--- config.mk ---
export PLATFORM = sky130hd
export DESIGN_NAME = rsc_top
export DESIGN_NICKNAME = d
export VERILOG_FILES = /design/src/rsc_pkg.sv /design/src/rsc_top.sv
export VERILOG_INCLUDE_DIRS = /design/src
export SDC_FILE = /design/constraint.sdc
export NUM_CORES = 1
export LEC_CHECK = 0
export BUFFER_PORTS_ARGS = -buffer_cell sky130_fd_sc_hd__buf_2
export CORE_MARGIN = 4
export CORE_UTILIZATION = 45
export DETAILED_ROUTE_END_ITERATION = 16
export GPL_ROUTABILITY_DRIVEN = 0
export HOLD_SLACK_MARGIN = 0.02
export PLACE_DENSITY_LB_ADDON = 0.25
export SETUP_SLACK_MARGIN = 0.15
export SLEW_MARGIN = 40
export SYNTH_ARGS = -nofsm -noshare
export SYNTH_HDL_FRONTEND = slang
export SYNTH_SLANG_ARGS = --single-unit
--- constraint.sdc ---
create_clock -name core_clk -period 3.3 [get_ports core_clk]
set_clock_uncertainty 0.1 [all_clocks]
set_input_delay 0.99 -clock core_clk [delete_from_list [all_inputs] [get_ports core_clk]]
set_output_delay 0.99 -clock core_clk [all_outputs]
set_load 0.01 [all_outputs]
--- src/rsc_defines.svh ---
// Timing figures, reset values and vectors of the reset and start-up controller
`ifndef RSC_DEFINES_SVH
`define RSC_DEFINES_SVH

// ------------------------------------------------------------
// Timing
// ------------------------------------------------------------
`define RSC_CLK_HZ      100000000
`define RSC_POWERUP_MS  64
`define RSC_POWERUP_CYC (`RSC_POWERUP_MS * (`RSC_CLK_HZ / 1000))
`define RSC_WDT_CYC     1600
`define RSC_FILT_CYC    4

// ------------------------------------------------------------
// Reset values and vectors
// ------------------------------------------------------------
`define RSC_FLAGS_POR   8'h1c
`define RSC_RESET_VEC   16'h0000
`define RSC_IRQ_VEC     16'h0004

`endif

--- src/rsc_pkg.sv ---
// Types shared by the reset and start-up controller
package rsc_pkg;

    typedef struct packed {
        logic low_power_brownout_en_n;
        logic master_clear_enable_cfg;
        logic low_voltage_program_cfg;
        logic powerup_timer_enable_n;
        logic stack_fault_reset_enable;
        logic osc_start_required;
    } rsc_cfg_s;

    typedef struct packed {
        logic stack_overflow_flag;
        logic stack_underflow_flag;
        logic rsvd;
        logic watchdog_reset_flag_n;
        logic pin_reset_flag_n;
        logic soft_reset_flag_n;
        logic poweron_flag_n;
        logic brownout_reset_flag;
    } rsc_flags_s;

    typedef enum logic [2:0] {
        ST_HOLD  = 3'h1,
        ST_START = 3'h2,
        ST_RUN   = 3'h4
    } rsc_state_e;

    typedef enum logic [1:0] {
        PC_ZERO = 2'h0,
        PC_NEXT = 2'h1,
        PC_VEC  = 2'h2
    } rsc_pc_e;

endpackage : rsc_pkg

--- src/rsc_top.sv ---
// Reset source merging, start-up sequencing and reset cause flags
//
// Behaviour
// OR both brown-out requests into one
// Low supply holds reset, clears brown-out flag
// Active-low config bit enables low-power detector
// Pin function off only when both bits zero
// Pin held low keeps device in reset
// Short pin glitches are filtered out
// Disabled pin is input, software pull-up
// Watchdog expiry resets, updates timeout flags
// Reset instruction clears soft-reset flag only
// Enabled stack fault resets, sets its flag
// Programming exit behaves as power-on reset
// Power-up timer optional, active-low enable
// Start needs timer, oscillator, pin release
// Timers run independently of the pin
// Power-on loads 0000h, sets start flags
// Brown-out loads 0000h, clears brown-out flag
// Watchdog reset or wake updates flags
// Pin reset clears pin flag, sleep variant
// Interrupt wake runs PC+1, then vector if interrupts are globally enabled
// Power-up timer holds reset 64 ms
// Hardware clears flags, software sets them; the stack fault flags are set by hardware
// Reset released on one clock edge
`include "rsc_defines.svh"

module rsc_top
    import rsc_pkg::*;
#(
    parameter int unsigned POWERUP_CYC = `RSC_POWERUP_CYC,
    parameter int unsigned WDT_CYC     = `RSC_WDT_CYC,
    parameter int unsigned FILT_CYC    = `RSC_FILT_CYC
)(
    // Clock and power-on reset
    input  wire logic       core_clk,
    input  wire logic       srst,
    // Configuration word
    input  wire rsc_cfg_s   cfg,
    // Reset sources
    input  wire logic       low_power_brownout_detector,
    input  wire logic       main_brownout_req,
    input  wire logic       master_clear_pin,
    input  wire logic       prog_mode_exit,
    input  wire logic       reset_instr,
    input  wire logic       watchdog_clear_instr,
    input  wire logic       stack_overflow,
    input  wire logic       stack_underflow,
    input  wire logic       osc_start_done,
    // Sleep and wake-up
    input  wire logic       sleeping,
    input  wire logic       irq_wake,
    input  wire logic       global_irq_enable,
    // Software access
    input  wire logic       sw_pullup_en,
    input  wire logic       flags_wr,
    input  wire rsc_flags_s flags_wdata,
    // Reset and flags
    output logic            device_reset,
    output logic            brownout_out,
    output rsc_flags_s      power_control_reg,
    output logic            timeout_flag_n,
    output logic            powerdown_flag_n,
    // Program counter control
    output logic            pc_load,
    output rsc_pc_e         pc_sel,
    output logic [15:0]     pc_target,
    output logic            ret_push,
    // Pin
    output logic            pin_pullup_en,
    output logic            pin_gpio_in
);

    // ------------------------------------------------------------
    // Widths and end counts
    // ------------------------------------------------------------
    localparam int PW = $clog2(POWERUP_CYC + 1);
    localparam int WW = $clog2(WDT_CYC + 1);
    localparam int FW = $clog2(FILT_CYC + 1);
    localparam logic [PW-1:0] PU_LAST = PW'(POWERUP_CYC - 1);
    localparam logic [WW-1:0] WD_LAST = WW'(WDT_CYC - 1);
    localparam logic [FW-1:0] FL_LAST = FW'(FILT_CYC - 1);

    rsc_state_e      state_r;
    rsc_state_e      state_nxt;
    logic            cold_r;
    logic [PW-1:0]   pu_cnt_r;
    logic [WW-1:0]   wd_cnt_r;
    logic [FW-1:0]   filt_cnt_r;
    logic            mc_low_r;
    logic            wake_pend_r;
    logic            reset_r;
    logic            brownout_r;
    rsc_flags_s      flags_r;
    rsc_flags_s      flags_nxt;
    logic            timeout_n_r;
    logic            timeout_n_nxt;
    logic            powerdown_n_r;
    logic            powerdown_n_nxt;
    logic            pc_load_r;
    rsc_pc_e         pc_sel_r;
    logic [15:0]     pc_target_r;
    logic            ret_push_r;
    logic            pullup_r;
    logic            gpio_r;

    logic brownout_req;
    logic mc_en;
    logic mc_hold;
    logic run;
    logic cold_ev;
    logic wd_to;
    logic wd_reset;
    logic stk_ovf;
    logic stk_unf;
    logic warm_ev;
    logic wake_wd;
    logic wake_irq;
    logic pu_done;
    logic ost_ok;
    logic start_ok;

    // ------------------------------------------------------------
    // Reset sources
    // ------------------------------------------------------------
    assign brownout_req = (~cfg.low_power_brownout_en_n & low_power_brownout_detector)
                        | main_brownout_req;
    assign mc_en   = cfg.master_clear_enable_cfg | cfg.low_voltage_program_cfg;
    assign mc_hold = mc_en & mc_low_r;
    assign run     = (state_r == ST_RUN);
    assign cold_ev = brownout_req | prog_mode_exit;
    assign wd_to   = run & (wd_cnt_r == WD_LAST);
    assign wd_reset = wd_to & ~sleeping;
    assign stk_ovf = run & cfg.stack_fault_reset_enable & stack_overflow;
    assign stk_unf = run & cfg.stack_fault_reset_enable & stack_underflow;
    assign warm_ev = run & (wd_reset | reset_instr | stk_ovf | stk_unf | mc_hold);
    assign wake_wd  = wd_to & sleeping;
    assign wake_irq = run & sleeping & irq_wake & ~mc_hold & ~wd_to;

    // Pin low must persist before it counts as a reset
    always_ff @(posedge core_clk)
    begin
        if (srst || master_clear_pin)
        begin
            filt_cnt_r <= '0;
            mc_low_r   <= 1'b0;
        end
        else if (filt_cnt_r == FL_LAST)
        begin
            mc_low_r <= 1'b1;
        end
        else
        begin
            filt_cnt_r <= filt_cnt_r + 1'b1;
        end
    end

    // Watchdog period, restarted by the clear instruction
    always_ff @(posedge core_clk)
    begin
        if (srst || reset_r || watchdog_clear_instr || wd_to)
        begin
            wd_cnt_r <= '0;
        end
        else
        begin
            wd_cnt_r <= wd_cnt_r + 1'b1;
        end
    end

    // ------------------------------------------------------------
    // Start-up sequence
    // ------------------------------------------------------------
    assign pu_done  = cfg.powerup_timer_enable_n | ~cold_r
                    | (pu_cnt_r == PU_LAST);
    assign ost_ok   = ~cold_r | ~cfg.osc_start_required | osc_start_done;
    assign start_ok = pu_done & ost_ok & ~mc_hold;

    always_comb
    begin
        state_nxt = state_r;
        if (cold_ev)
        begin
            state_nxt = ST_HOLD;
        end
        else
        begin
            case (state_r)
                ST_HOLD:
                    state_nxt = ST_START;
                ST_START:
                    if (start_ok)
                    begin
                        state_nxt = ST_RUN;
                    end
                ST_RUN:
                    if (warm_ev)
                    begin
                        state_nxt = ST_START;
                    end
                default:
                    state_nxt = ST_HOLD;
            endcase
        end
    end

    always_ff @(posedge core_clk)
    begin
        if (srst)
        begin
            state_r <= ST_HOLD;
            cold_r  <= 1'b1;
            reset_r <= 1'b1;
        end
        else
        begin
            state_r <= state_nxt;
            reset_r <= (state_nxt != ST_RUN);
            if (cold_ev)
            begin
                cold_r <= 1'b1;
            end
            else if (warm_ev)
            begin
                cold_r <= 1'b0;
            end
        end
    end

    // Timer counts whatever the pin does
    always_ff @(posedge core_clk)
    begin
        if (srst || state_r == ST_HOLD)
        begin
            pu_cnt_r <= '0;
        end
        else if (state_r == ST_START && pu_cnt_r != PU_LAST)
        begin
            pu_cnt_r <= pu_cnt_r + 1'b1;
        end
    end

    // ------------------------------------------------------------
    // Reset cause flags
    // ------------------------------------------------------------
    // Hardware events are applied after a software write, so they win
    always_comb
    begin
        flags_nxt       = flags_wr ? flags_wdata : flags_r;
        timeout_n_nxt   = timeout_n_r;
        powerdown_n_nxt = powerdown_n_r;
        if (prog_mode_exit)
        begin
            flags_nxt       = `RSC_FLAGS_POR;
            timeout_n_nxt   = 1'b1;
            powerdown_n_nxt = 1'b1;
        end
        else if (brownout_req)
        begin
            flags_nxt.stack_overflow_flag  = 1'b0;
            flags_nxt.stack_underflow_flag = 1'b0;
            flags_nxt.pin_reset_flag_n     = 1'b1;
            flags_nxt.soft_reset_flag_n    = 1'b1;
            flags_nxt.brownout_reset_flag  = 1'b0;
            timeout_n_nxt   = 1'b1;
            powerdown_n_nxt = 1'b1;
        end
        else
        begin
            if (wd_reset)
            begin
                flags_nxt.watchdog_reset_flag_n = 1'b0;
                timeout_n_nxt = 1'b0;
            end
            if (wake_wd)
            begin
                timeout_n_nxt   = 1'b0;
                powerdown_n_nxt = 1'b0;
            end
            if (run && mc_hold)
            begin
                flags_nxt.pin_reset_flag_n = 1'b0;
                if (sleeping)
                begin
                    timeout_n_nxt   = 1'b1;
                    powerdown_n_nxt = 1'b0;
                end
            end
            if (run && reset_instr)
            begin
                flags_nxt.soft_reset_flag_n = 1'b0;
            end
            if (stk_ovf)
            begin
                flags_nxt.stack_overflow_flag = 1'b1;
            end
            if (stk_unf)
            begin
                flags_nxt.stack_underflow_flag = 1'b1;
            end
            if (wake_irq)
            begin
                timeout_n_nxt   = 1'b1;
                powerdown_n_nxt = 1'b0;
            end
        end
        flags_nxt.rsvd = 1'b0;
    end

    always_ff @(posedge core_clk)
    begin
        if (srst)
        begin
            flags_r       <= `RSC_FLAGS_POR;
            timeout_n_r   <= 1'b1;
            powerdown_n_r <= 1'b1;
            brownout_r    <= 1'b0;
        end
        else
        begin
            flags_r       <= flags_nxt;
            timeout_n_r   <= timeout_n_nxt;
            powerdown_n_r <= powerdown_n_nxt;
            brownout_r    <= brownout_req;
        end
    end

    // ------------------------------------------------------------
    // Program counter control
    // ------------------------------------------------------------
    always_ff @(posedge core_clk)
    begin
        if (srst)
        begin
            pc_load_r   <= 1'b0;
            pc_sel_r    <= PC_ZERO;
            pc_target_r <= `RSC_RESET_VEC;
            ret_push_r  <= 1'b0;
            wake_pend_r <= 1'b0;
        end
        else
        begin
            pc_load_r  <= 1'b0;
            ret_push_r <= 1'b0;
            if (state_r == ST_START && state_nxt == ST_RUN)
            begin
                pc_load_r   <= 1'b1;
                pc_sel_r    <= PC_ZERO;
                pc_target_r <= `RSC_RESET_VEC;
                wake_pend_r <= 1'b0;
            end
            else if (run && !cold_ev && (wake_wd || wake_irq))
            begin
                pc_load_r   <= 1'b1;
                pc_sel_r    <= PC_NEXT;
                wake_pend_r <= wake_irq & global_irq_enable;
            end
            else if (wake_pend_r)
            begin
                pc_load_r   <= 1'b1;
                pc_sel_r    <= PC_VEC;
                pc_target_r <= `RSC_IRQ_VEC;
                ret_push_r  <= 1'b1;
                wake_pend_r <= 1'b0;
            end
        end
    end

    // ------------------------------------------------------------
    // Pin pull-up and input
    // ------------------------------------------------------------
    always_ff @(posedge core_clk)
    begin
        if (srst)
        begin
            pullup_r <= 1'b1;
            gpio_r   <= 1'b0;
        end
        else
        begin
            pullup_r <= mc_en | sw_pullup_en;
            gpio_r   <= ~mc_en & master_clear_pin;
        end
    end

    assign device_reset      = reset_r;
    assign brownout_out      = brownout_r;
    assign power_control_reg = flags_r;
    assign timeout_flag_n    = timeout_n_r;
    assign powerdown_flag_n  = powerdown_n_r;
    assign pc_load           = pc_load_r;
    assign pc_sel            = pc_sel_r;
    assign pc_target         = pc_target_r;
    assign ret_push          = ret_push_r;
    assign pin_pullup_en     = pullup_r;
    assign pin_gpio_in       = gpio_r;

    // ------------------------------------------------------------
    // Assertions
    // ------------------------------------------------------------
    property p_bor_or;
        @(posedge core_clk) disable iff (srst)
        (low_power_brownout_detector && !cfg.low_power_brownout_en_n) |=> brownout_out;
    endproperty
    a_bor_or: assert property (p_bor_or) else $error("detector request lost");

    property p_lp_off;
        @(posedge core_clk) disable iff (srst)
        (cfg.low_power_brownout_en_n && !main_brownout_req) |=> !brownout_out;
    endproperty
    a_lp_off: assert property (p_lp_off) else $error("disabled detector acted");

    property p_bor_hold;
        @(posedge core_clk) disable iff (srst)
        brownout_req |=> device_reset && !power_control_reg.brownout_reset_flag
                         && !power_control_reg.stack_overflow_flag;
    endproperty
    a_bor_hold: assert property (p_bor_hold) else $error("brown-out not held");

    property p_pin_off;
        @(posedge core_clk) disable iff (srst)
        (!cfg.master_clear_enable_cfg && !cfg.low_voltage_program_cfg)
            |=> pin_pullup_en == $past(sw_pullup_en) && pin_gpio_in == $past(master_clear_pin);
    endproperty
    a_pin_off: assert property (p_pin_off) else $error("pin not general input");

    property p_glitch;
        @(posedge core_clk) disable iff (srst)
        $rose(mc_low_r) |-> !$past(master_clear_pin, 1) && !$past(master_clear_pin, 2);
    endproperty
    a_glitch: assert property (p_glitch) else $error("short pulse accepted");

    property p_pin_rst;
        @(posedge core_clk) disable iff (srst)
        (run && mc_hold && !cold_ev) |=> device_reset && !power_control_reg.pin_reset_flag_n;
    endproperty
    a_pin_rst: assert property (p_pin_rst) else $error("pin reset missed");

    property p_wdt;
        @(posedge core_clk) disable iff (srst)
        (wd_reset && !cold_ev) |=> device_reset && !timeout_flag_n
                                   && !power_control_reg.watchdog_reset_flag_n;
    endproperty
    a_wdt: assert property (p_wdt) else $error("watchdog reset flags wrong");

    property p_soft;
        @(posedge core_clk) disable iff (srst)
        (run && reset_instr && !cold_ev && !flags_wr)
            |=> device_reset && !power_control_reg.soft_reset_flag_n
                && power_control_reg.poweron_flag_n == $past(flags_r.poweron_flag_n);
    endproperty
    a_soft: assert property (p_soft) else $error("reset instruction flags wrong");

    property p_stack;
        @(posedge core_clk) disable iff (srst)
        (stk_ovf && !cold_ev) |=> device_reset && power_control_reg.stack_overflow_flag;
    endproperty
    a_stack: assert property (p_stack) else $error("stack fault missed");

    property p_prog;
        @(posedge core_clk) disable iff (srst)
        prog_mode_exit |=> device_reset && power_control_reg == `RSC_FLAGS_POR
                           && timeout_flag_n && powerdown_flag_n;
    endproperty
    a_prog: assert property (p_prog) else $error("programming exit not cold");

    property p_start;
        @(posedge core_clk) disable iff (srst)
        $fell(device_reset) |-> $past(!mc_hold && ost_ok) && pc_load
                                && pc_sel == PC_ZERO && pc_target == `RSC_RESET_VEC;
    endproperty
    a_start: assert property (p_start) else $error("start before conditions");

    property p_pu_len;
        @(posedge core_clk) disable iff (srst)
        ($fell(device_reset) && $past(cold_r) && !$past(cfg.powerup_timer_enable_n))
            |-> $past(pu_cnt_r) == PU_LAST;
    endproperty
    a_pu_len: assert property (p_pu_len) else $error("power-up delay short");

    property p_irq_wake;
        @(posedge core_clk) disable iff (srst)
        (wake_irq && global_irq_enable && !cold_ev && !warm_ev)
            |=> pc_load && pc_sel == PC_NEXT && !powerdown_flag_n
            ##1 pc_load && ret_push && pc_target == `RSC_IRQ_VEC;
    endproperty
    a_irq_wake: assert property (p_irq_wake) else $error("interrupt wake order wrong");

endmodule : rsc_top

* Word-level counts from Yosys, hierarchy flattened *
Cells that the tools add are included.

word-level totals
  latch bits = 0
  memory bits (read-only) = 0
  bits in writable memories = 0
  input port bits = 30
  flip-flop bits (word level) = 62
  output and inout bits = 34
  memories = 0

operators by class
  shift-type cells = 0
  divide/modulo/power cells = 0
  multiplexer cells = 24
  reductions and logical operators = 26
  bitwise operators = 37
  equal/unequal tests = 9
  multipliers = 0
  add/sub/neg operators = 3
  $lt $le $gt $ge = 0

operator list
  kind                                           count
  adder 23 x 1 -> 23 bit, second input constant  1
  == test 23 bit, second input constant          1
  inequality test 23 bit, second input constant  1
  2-to-1 mux 1 bit                               19
  AND 1 bit                                      17
  bitwise OR 1 bit                               12
  adder 11 x 1 -> 11 bit, second input constant  1
  == test 11 bit, second input constant          1
  nonzero test 2 bit                             5
  2-to-1 mux 3 bit                               3
  case mux 3 bit (3 select lines)                1
  OR reduction 3 bit                             3
  2-to-1 mux 8 bit                               1
  inverter 1 bit                                 8
  == test 3 x 2 -> 1 bit, second input constant  2
  == test 3 bit, second input constant           2
  logical AND 1 bit                              6
  logical OR 1 bit                               6
  OR reduction 2 bit                             3
  OR reduction 4 bit                             1
  adder 3 x 1 -> 3 bit, second input constant    1
  == test 3 x 1 -> 1 bit, second input constant  1
  inequality test 3 bit, second input constant   1
  AND reduction 2 bit                            1
  logical NOT 1 bit                              1

* Longest topological paths before layout *
Gate-level depths: netlist of run 1.

  word-level depth = 14
  mapped depth = 8
  gate-level depth less buffers = 6

* Worst setup path before layout of run 1 *
Ideal clock, no wire load.

  path type = reg-to-reg
  start point = register pu_cnt_r[11]
  end point = register pc_sel_r[0] (netlist: pc_sel[0])
  data arrival time = 2.046 ns
  period minus slack after synthesis = 2.261 ns
  cell stages (with the launch flop) = 6
  library setup time = 0.115 ns
  setup slack = 1.039 ns
  buffers on the path = 0
  path through = dfxtp_1 -> or4b_1 -> or4_4 -> o31a_1 -> o21bai_4 -> o21ba_1

on the way
  word-level cells in the longest chain between the ends = 10

RTL lines
  what                                 line            source
  from (decl)                          rsc_top.sv:87   logic [PW-1:0] pu_cnt_r;
  from (signal assigned)               rsc_top.sv:239  pu_cnt_r <= pu_cnt_r + 1'b1;
  == test 23 bit                       rsc_top.sv:175  | (pu_cnt_r == PU_LAST);
  bitwise OR 1 bit                     rsc_top.sv:175
  AND 1 bit (2 in a row)               rsc_top.sv:177  assign start_ok = pu_done & ost_ok & ~mc_hold;
  2-to-1 mux 3 bit                     rsc_top.sv:192  if (start_ok)
  case mux 3 bit (3 select lines)      rsc_top.sv:188  case (state_r)
  2-to-1 mux 3 bit                     rsc_top.sv:182  if (cold_ev)
  == test 3 bit                        rsc_top.sv:345  if (state_r == ST_START && state_nxt == ST_RUN)
  logical AND 1 bit                    rsc_top.sv:345
  OR reduction 2 bit (no source line)  -
  to (signal assigned)                 rsc_top.sv:348  pc_sel_r <= PC_ZERO;
  to (signal assigned)                 rsc_top.sv:355  pc_sel_r <= PC_NEXT;
  to (signal assigned)                 rsc_top.sv:361  pc_sel_r <= PC_VEC;
  to (decl)                            rsc_top.sv:101  rsc_pc_e pc_sel_r;

No other way between the ends.
A chain may end at the register's enable or synchronous reset.

* Worst setup path after layout of run 1 *
  start point = register pu_cnt_r[6]
  end point = register pc_sel_r[0] (netlist: pc_sel[0])

Same word-level chain as after synthesis.

==> results.yml, run 1 <==
yosys:
  synth_top_area_share_pct: 42.1
  synth_area_per_cell_um2: 8.73
  yosysWarnings: 0
  synth_top_family_by_area: "simple AND/OR/NAND/NOR gates"
  synthMuxAreaShare_pct: 2.76
  synth_compound_area_share_pct: 12.7
  synth_fa_ha_area_share_pct: 1.73
  syn_inst: 332
  yosys.area.top_type: "dfxtp_1"
  synth-seq-area-share_pct: 42.1
  synthArstFlopShare_pct: 0
  yosys.area_share.simple_pct: 24.8
  syn-cell-area_mm2: 0.00290
  synth_edf_count: 0
  post_synth_num_cell_types: 56
  ys_ff_latch: 61
  netlist_top_cells_area: "dfxtp_1 (42%), nor2_1 (6.6%), xor2_1 (6.0%)"
  synthFlopType: "dfxtp_1"
  synthXorXnorAreaFrac_pct: 8.46
floorplanning:
  num_rows: 28
  coreArea_mm2: 0.00610
  die-area_mm2: 0.00779
  start_util_pct: 47.6
  fp.dieH_um: 88.3
  io-pin-count: 64
  die-width_um: 88.3
min_path:
  min_delay_worst_endpoint: "powerdown_flag_n"
  hold_depth: 2
  hp-start: "powerdown_flag_n"
  holdCritPathClass: "flop to flop"
drt:
  dr.pass1.iters: 4
  drt_iter0_drc: 107
  detail-route-antenna-nets: 0
  dr_total_vias: 2374
  drcViolationCount: 0
  viasPerCell: 5.16
  wl_um: 5830
  wl_per_cell_um: 12.7
global_routing:
  antenna_found_initial: 0
  grt_pass1_vias: 2241
  grtUsageTotal_pct: 16.5
  grt_pass1_wl_um: 10000
  grt_max_degree: 22
  grt_overflow_total: 0
worst_setup_path:
  rr_startpoint: "pu_cnt_r[6]"
  cp_top_family: "simple AND/OR/NAND/NOR gates"
  r2r-end: "pc_sel[0]"
  critical_path_arrival_ns: 2.62
  start_kind: "flop"
  slowest_stage: "or3_1"
  reg2reg_depth: 5
  r2r_slack_ns: 0.81
  critPathBufInv: 0
  end_kind: "flop"
  path_max_fanout: 11
  max_stage_delay_ns: 0.56
  path_class: "flop to flop"
  critical_path_required_ns: 3.42
  crit_chain: "or4b_1, or3_1, o31a_1, o21bai_4, o21ba_1"
finish:
  final_common_cell: "dfxtp_1"
  largest_reg_flops: 23
  n_fill_cell: 592
  stdcell_count: 460
  drive_gt1_share_pct: 19.5
  n_antenna_cell: 0
  nets: 414
  areaGrowthSynthToFinish_pct: 14.7
  layout_common_cells: "dfxtp_1 (61), nor2_1 (51), buf_2 (46)"
timing:
  timing.final.crit_share_pct: 75.6
  worst_pin_slew_ns: 0.704
  finalSetupTns_ns: 0
  setup_viol: 0
  drv_slew: 0
  rsz0062_at_grt: "false"
  layout_min_cycle_time_ns: 2.49
  fmaxAchievable_mhz: 401
  finalHoldViolCount: 0
  relSlewSlack_pct: 52.8
clock_tree:
  cts_root_buffer: "clkbuf_8"
  ctsHtreeMaxLevel: 3
  cts_resized: 0
  cts_buffer_depth: 2
  tritoncts: "yes"
  cts.sinks: 61
  clock_latency_ns: 0.33
  cts_buffers: 9
  hold_buffers: 0
  post-cts-setup-buffers: 0
  path_clk_slew_ns: 0.07
power:
  leakagePower_uw: 0.00130
  powerDensity_mw_per_mm2: 436
  vdd_drop_max_mv: 0.269
place:
  dp_cells: 444
  io_buffers: 46
  dpl.hpwl_um: 4340
status:
  status: "completed"
flow_run:
  cap_viol_max_count: 0
==> cell families after synthesis <==
family / count (synthesis)
AOI/OAI and AO/OA: 51
xor gates and xnor gates: 28
other: 1
and+or+nand+nor: 143
muxes: 8
adders and majority gates: 4
DFF: 61
buffers and inverters: 36
==> power by group <==
group	internal [uW]	switching, uW	total [uW]
combinational	28.9	42.3	71.2
sequential	742	3.24	745
clock	352	281	633
==> worst register-to-register path, stage by stage, from the launching register on <==
cell,delay [ns]
dfxtp_1,0.52
or4b_1,0.49
or3_1,0.56
o31a_1,0.36
o21bai_4,0.20
o21ba_1,0.17
==> how the worst max path moves through the flow <==
stage                 start         to  cells after the start
3_5_place_dp         cfg[3]  pc_sel[0]                      5
3_3_place_gp         cfg[3]  pc_sel[0]                      5
4_1_cts         pu_cnt_r[6]  pc_sel[0]                      5
5_1_grt         pu_cnt_r[6]  pc_sel[0]                      5
6_report        pu_cnt_r[6]  pc_sel[0]                      5
2_1_floorplan  pu_cnt_r[11]  pc_sel[0]                      5
==> synth_stat cells, types with 3 or more instances <==
cell type and instances:
xor2_1 20, nor3_1 12, nand2_1 22, and3_1 5, o21a_1 3, buf_4 16
and2_1 3, o211ai_1 7, mux2i_1 8, xnor2_1 8, o21ai_0 8, a21oi_1 12
ha_1 4, nor2_1 51, clkbuf_1 8, dfxtp_1 61, or4_1 3, nand4_1 8
a31oi_1 4, nand3_1 15, inv_1 10
==> final cells by class <==
cell class	count	area [um^2]	share of cell area [%]
timing repair buffer	48	245	7.38
clock buffer	13	179	5.38
inverter	10	37.5	1.13
sequential	61	1220	36.7
multi-input combinational	250	1530	46.0
tap	75	93.8	2.82
clock inverter	3	17.5	0.527
==> through the flow <==
| step | util [%] | setup WS [ns] | cell area (um^2) | power (uW) | hold slack [ns] |
|---|---|---|---|---|---|
| 2_1_floorplan | - | 1.04 | 2960 | 817 | 0.330 |
| 3_3_place_gp | 51.2 | 0.799 | 3120 | 832 | 0.344 |
| 3_5_place_dp | 51.3 | 0.784 | 3130 | 833 | 0.348 |
| 4_1_cts | 54.5 | 0.806 | 3320 | 1460 | 0.359 |
| 5_1_grt | 54.5 | 0.701 | 3320 | 1510 | 0.404 |
| 6_report | 54.5 | 0.806 | 3320 | 1450 | 0.355 |
==> routing by layer <==
layer / GRT usage (%) / part of all wire [%] / vias up
li1: - / - / 1232
met1: 21.9 / 49 / 1069
met2: 24.6 / 43 / 66
met3: 4.38 / 6.3 / 7
met4: 8.38 / 1.5 / 0
met5: 0 / 0 / -
Note: power is estimated with default switching activity, not from simulation.
==> inputs of run 2 (changes only) <==
--- a/config.mk
+++ b/config.mk
@@ -6,6 +6,7 @@
 export SDC_FILE = /design/constraint.sdc
 export NUM_CORES = 1
 export LEC_CHECK = 0
+export ABC_AREA = 1
 export BUFFER_PORTS_ARGS = -buffer_cell sky130_fd_sc_hd__buf_2
 export CORE_MARGIN = 4
 export CORE_UTILIZATION = 45
==> constraint.sdc (replaced) <==
create_clock -name core_clk -period 2.5 [get_ports core_clk]
set_clock_uncertainty 0.1 [all_clocks]
set_input_delay 0.75 -clock core_clk [delete_from_list [all_inputs] [get_ports core_clk]]
set_output_delay 0.75 -clock core_clk [all_outputs]
set_load 0.01 [all_outputs]
==> run 2 against run 1 <==
  * Worst hold slack worse by 0.0083 ns
  * Sequential share of layout area down 2.5 points
  * Count of clock-buffer cells in the layout down 3
  * Routed wire length up 14%
  * Area after synthesis up 8.5%
  * Sequential power up 32%
  * Critical endpoint is now pu_cnt_r[5]
==> results.yml, run 2 <==
worst_setup_path:
  path_max_fanout: 21
  path_class: "flop to flop"
  critical_path_required_ns: 2.67
  max_stage_delay_ns: 0.42
  start_kind: "flop"
  end_kind: "flop"
  path_common_cell: "inv_2"
  crit_chain: "ha_1, nand3_1, inv_2, nand2_2, inv_2, nand3_2, nand2_4, inv_4, nand2_1, nor2_1, nor3b_1"
  cp_top_family: "simple AND/OR/NAND/NOR gates"
  critical_path_arrival_ns: 2.23
  critPathBufInv: 3
  slowest_stage: "dfxtp_1"
global_routing:
  antenna_found_initial: 0
  grt_max_degree: 22
  grt_overflow_total: 0
  grt_pass1_wl_um: 11300
  grtUsageTotal_pct: 16.5
  grt_pass1_vias: 2699
floorplanning:
  io-pin-count: 64
  coreArea_mm2: 0.00679
  die-width_um: 91.6
  num_rows: 30
  die-area_mm2: 0.00839
  fp.dieH_um: 91.6
  start_util_pct: 46.3
yosys:
  synthArstFlopShare_pct: 0
  synth_edf_count: 0
  synth_most_common_cell: "nand2_1"
  yosys.area.top_type: "dfxtp_1"
  synthFlopType: "dfxtp_1"
  synth-seq-area-share_pct: 38.8
  ys_ff_latch: 61
  yosysWarnings: 0
  synth_area_per_cell_um2: 7.20
  synth_top_area_share_pct: 38.8
  syn-cell-area_mm2: 0.00314
  synth_top_cells_by_count: "nand2_1 (93), nor2_1 (65), dfxtp_1 (61), inv_1 (42), a21oi_1 (32)"
  post_synth_num_cell_types: 37
  syn_inst: 437
  netlist_top_cells_area: "dfxtp_1 (39%), nand2_1 (11%), nor2_1 (7.8%)"
timing:
  timing.final.crit_share_pct: 82.6
  fmaxAchievable_mhz: 484
  drv_slew: 0
  setup_viol: 0
  layout_min_cycle_time_ns: 2.07
  finalSetupTns_ns: 0
  finalHoldViolCount: 0
  setup_slack_ns: 0.434
  rsz0062_at_grt: "false"
clock_tree:
  cts_buffer_depth: 2
  path_clk_slew_ns: 0.07
  cts_buffers: 9
  clock_latency_ns: 0.35
  hold_buffers: 0
  cts_root_buffer: "clkbuf_8"
  tritoncts: "yes"
  cts.sinks: 61
  post-cts-setup-buffers: 0
  ctsHtreeMaxLevel: 3
drt:
  met1Wirelength_um: 2890
  drcViolationCount: 0
  dr.pass1.iters: 4
  detail-route-antenna-nets: 0
  top_layer: "met4"
  wl_um: 6650
  drt_iter0_drc: 171
  viasPerCell: 4.83
  wl_per_cell_um: 11.3
  wl_met2_um: 3190
  dr_total_vias: 2838
  met3_length_um: 405
power:
  powerDensity_mw_per_mm2: 518
  vdd_drop_max_mv: 0.354
  leakagePower_uw: 0.00143
  finalPower_uw: 1850
place:
  post-place-ws_ns: 0.335
  io_buffers: 46
  dpl.hpwl_um: 5050
finish:
  largest_reg_flops: 23
  final_common_cell: "nand2_1"
  areaGrowthSynthToFinish_pct: 13.6
  drive_gt1_share_pct: 20.6
  layout_common_cells: "nand2_1 (93), nor2_1 (65), dfxtp_1 (61)"
  nets: 520
  n_antenna_cell: 0
status:
  status: "completed"
min_path:
  holdCritPathClass: "flop to flop"
flow_run:
  cap_viol_max_count: 0
==> run 2: changes by cell type after synthesis, moves of 8 or more <==
| cell | change |
|---|---|
| xor2_1 | -10 |
| nand2_1 | +71 |
| inv_1 | +32 |
| mux2i_1 | -8 |
| a21oi_1 | +20 |
| nor2_1 | +14 |
| inv_2 | +8 |
==> run 2: per-stage QoR <==
step / utilization [%] / area, um^2 / std cells / hold slack [ns]
after floorplan: - / 3200 / 452 / 0.318
after global placement: 49.9 / 3390 / 571 / 0.331
after detailed placement: 49.9 / 3390 / 571 / 0.337
after CTS: 52.5 / 3570 / 587 / 0.352
after global routing: 52.6 / 3570 / 587 / 0.381
final: 52.6 / 3570 / 587 / 0.346
==> run 2: path summary, 6_finish.rpt <==
check	cells after the start	endpoint	slack (ns)	from
worst max register to register	11	pu_cnt_r[5]	0.43	pu_cnt_r[0]
worst min register to register	1	wd_cnt_r[0]	0.35	wd_cnt_r[0]
worst min-delay path	1	wd_cnt_r[0]	0.35	wd_cnt_r[0]
worst max-delay path	11	pu_cnt_r[5]	0.43	pu_cnt_r[0]
==> run 2: metal layers <==
| metal | GRT usage (%) | vias to the layer above |
|---|---|---|
| met5 | 0 | - |
| li1 | - | 1466 |
| met1 | 18.9 | 1279 |
| met3 | 5.30 | 18 |
| met2 | 27.3 | 75 |
| met4 | 8.42 | 0 |
==> run 2: kinds of logic after synthesis <==
| family | count (synthesis) | share of synthesized area (%) |
|---|---|---|
| adders and majority gates | 4 | 1.59 |
| xor gates and xnor gates | 15 | 4.18 |
| and+or+nand+nor | 227 | 33.9 |
| other | 1 | 0.119 |
| buffers and inverters | 74 | 11.3 |
| AOI/OAI and AO/OA | 55 | 10.1 |
| DFF | 61 | 38.8 |
==> run 2: what timing repair did <==
item	CTS	global route
hold endpoints to repair	0	0
resized for setup	0	2
endpoints found under the setup margin	0	1
==> run 2: cell type report <==
type | instances | area [um^2]
clock inverter | 6 | 38.8
fill | 668 | 3220
multi-input combinational | 317 | 1630
inverter | 50 | 190
clock buffer | 10 | 138
tap | 96 | 120
sequential | 61 | 1220
timing repair buffer | 47 | 238
==> run 2: where the power goes <==
part | total, uW | internal [uW] | switching, uW
logic | 91.1 | 33.9 | 57.2
registers | 984 | 979 | 4.57
clock network | 773 | 382 | 392
total | 1850 | 1390 | 453
==> run 2: worst reg2reg max path: cells and delay by family, from the launching register on <==
| kind | cells | cell delay (ns) |
|---|---|---|
| simple gates | 7 | 0.87 |
| flops | 1 | 0.42 |
| buf+inv | 3 | 0.32 |
| fa+ha+maj | 1 | 0.28 |
==> inputs of run 3 (changes only) <==
--- a/config.mk
+++ b/config.mk
@@ -6,7 +6,7 @@
 export SDC_FILE = /design/constraint.sdc
 export NUM_CORES = 1
 export LEC_CHECK = 0
-export ABC_AREA = 1
+export ABC_AREA = 0
 export BUFFER_PORTS_ARGS = -buffer_cell sky130_fd_sc_hd__buf_2
 export CORE_MARGIN = 4
 export CORE_UTILIZATION = 45
==> constraint.sdc (replaced) <==
create_clock -name core_clk -period 1.86 [get_ports core_clk]
set_clock_uncertainty 0.1 [all_clocks]
set_input_delay 0.558 -clock core_clk [delete_from_list [all_inputs] [get_ports core_clk]]
set_output_delay 0.558 -clock core_clk [all_outputs]
set_load 0.01 [all_outputs]
==> run 3 against run 2 <==
  * The run now ends with negative setup slack left
  * Via count fell by 6.0%
  * Register-to-register slack got worse by 0.76 ns
  * Total power rose by 51%
  * Critical endpoint is now ret_push
  * Maximum frequency fell by 5.7%
  * Largest power group unchanged
  * Worst hold slack got worse by 0.044 ns
  * Combinational power rose by 62%
==> results.yml, run 3 (same netlist as run 1, synthesis figures left out) <==
status:
  status: "finished, violations left"
  violations: "negative setup slack"
drt:
  drt_iter0_drc: 90
  viasPerCell: 5.13
  top_layer: "met4"
  wl_per_cell_um: 13.2
  met3_length_um: 305
  met1Wirelength_um: 2960
  wl_um: 6860
  wl_met2_um: 3550
  drcViolationCount: 0
  dr_total_vias: 2669
  dr.pass1.iters: 4
  detail-route-antenna-nets: 0
clock_tree:
  clock_latency_ns: 0.33
  cts_buffer_depth: 2
  tritoncts: "yes"
  cts_buffers: 9
  ctsHtreeMaxLevel: 3
  path_clk_slew_ns: 0.06
  cts_root_buffer: "clkbuf_8"
  cts.sinks: 61
timing:
  finalHoldViolCount: 0
  fmaxAchievable_mhz: 456
  layout_min_cycle_time_ns: 2.19
  setup_viol: 39
  whs_ns: 0.303
  drv_slew: 0
  timing.final.crit_share_pct: 118
  setup_slack_ns: -0.331
  rsz0062_at_grt: "true"
worst_setup_path:
  slowest_stage: "or4b_4"
  end_kind: "flop"
  critical_path_arrival_ns: 2.31
  r2r_slack_ns: -0.33
  critical_path_required_ns: 1.98
  r2r-end: "ret_push"
  path_class: "flop to flop"
  max_stage_delay_ns: 0.54
  reg2reg_depth: 6
  path_max_fanout: 3
  crit_chain: "or4b_4, or4_4, o31a_1, o21bai_4, buf_4, nor3_2"
  rr_startpoint: "pu_cnt_r[17]"
  start_kind: "flop"
min_path:
  hp-start: "sw_pullup_en"
  min_delay_worst_endpoint: "pin_pullup_en"
  holdCritPathClass: "primary input to flop"
  hold_depth: 2
global_routing:
  grt_pass1_vias: 2605
  grt_overflow_total: 0
  grtUsageTotal_pct: 19.1
  antenna_found_initial: 0
  grt_pass1_wl_um: 11700
  grt_max_degree: 13
place:
  io_buffers: 46
  dpl.hpwl_um: 5000
floorplanning:
  fp.dieH_um: 88.3
  num_rows: 28
  start_util_pct: 47.6
  die-width_um: 88.3
  io-pin-count: 64
  die-area_mm2: 0.00779
  coreArea_mm2: 0.00610
power:
  powerDensity_mw_per_mm2: 701
  finalPower_uw: 2790
  vdd_drop_max_mv: 0.569
  leakagePower_uw: 0.00162
finish:
  nets: 474
  n_antenna_cell: 0
  areaGrowthSynthToFinish_pct: 37.4
  drive_gt1_share_pct: 37.5
  layout_common_cells: "buf_4 (57), dfxtp_1 (54), buf_2 (46)"
  final_common_cell: "buf_4"
  largest_reg_flops: 23
flow_run:
  cap_viol_max_count: 0
## run 3: worst max-delay path, delay by kind of cell (launching register included)
| family | cells | cell delay (ns) |
|---|---|---|
| AOI/OAI and AO/OA | 2 | 0.51 |
| buffers and inverters | 1 | 0.14 |
| DFF | 1 | 0.32 |
| and+or+nand+nor | 3 | 1.01 |
## run 3: metrics by stage
stage               utilization (%)  setup TNS [ns]  setup slack (ns)  cells  cell area, um^2
floorplan                         -           -5.02            -0.254    347             3030
global placement               59.0           -8.40            -0.321    500             3600
detailed placement             59.0           -8.92            -0.343    500             3600
CTS                            63.8           -7.43            -0.313    517             3890
global route                   65.3           -9.75            -0.369    520             3980
finish                         65.3           -7.32            -0.331    520             3980
## run 3: worst max-delay path by stage
stage	cells past startpoint	to	slack, ns	from
after floorplan	6	pu_cnt_r[9]	-0.25	pu_cnt_r[17]
after global placement	5	pc_sel[0]	-0.32	pu_cnt_r[14]
after detailed placement	5	pc_sel[0]	-0.34	pu_cnt_r[14]
after CTS	5	pc_load	-0.31	pu_cnt_r[17]
after global routing	6	ret_push	-0.37	pu_cnt_r[17]
final	6	ret_push	-0.33	pu_cnt_r[17]
## run 3: timing repair
action                                  in CTS  in global routing
gates resized for setup                     20                 16
gates cloned                                 1                  0
hold buffers                                 0                  0
pin swaps                                    8                 21
buffers inserted                             0                  3
endpoints found under the setup margin      46                 46
## run 3: per-layer routing
layer  vias to the layer above  GRT usage (%)
met1                      1263           22.0
met5                         -              0
met4                         0           4.67
li1                       1348              -
met2                        53           33.8
met3                         5           6.98
## run 3: cell type report
| cell class | count | area, um^2 |
|---|---|---|
| clock buffers | 12 | 155 |
| clock inverters | 4 | 70.1 |
| well taps | 75 | 93.8 |
| fillers | 538 | 2110 |
| inverters | 10 | 37.5 |
| multi-input cells | 251 | 1690 |
| flip-flops and latches | 61 | 1230 |
| repair buffers | 107 | 707 |
## run 3: power breakdown
part           internal (uW)  switching [uW]
combinational           66.0            82.3
clock                    824             497
sequential              1320            5.91
total                   2210             585
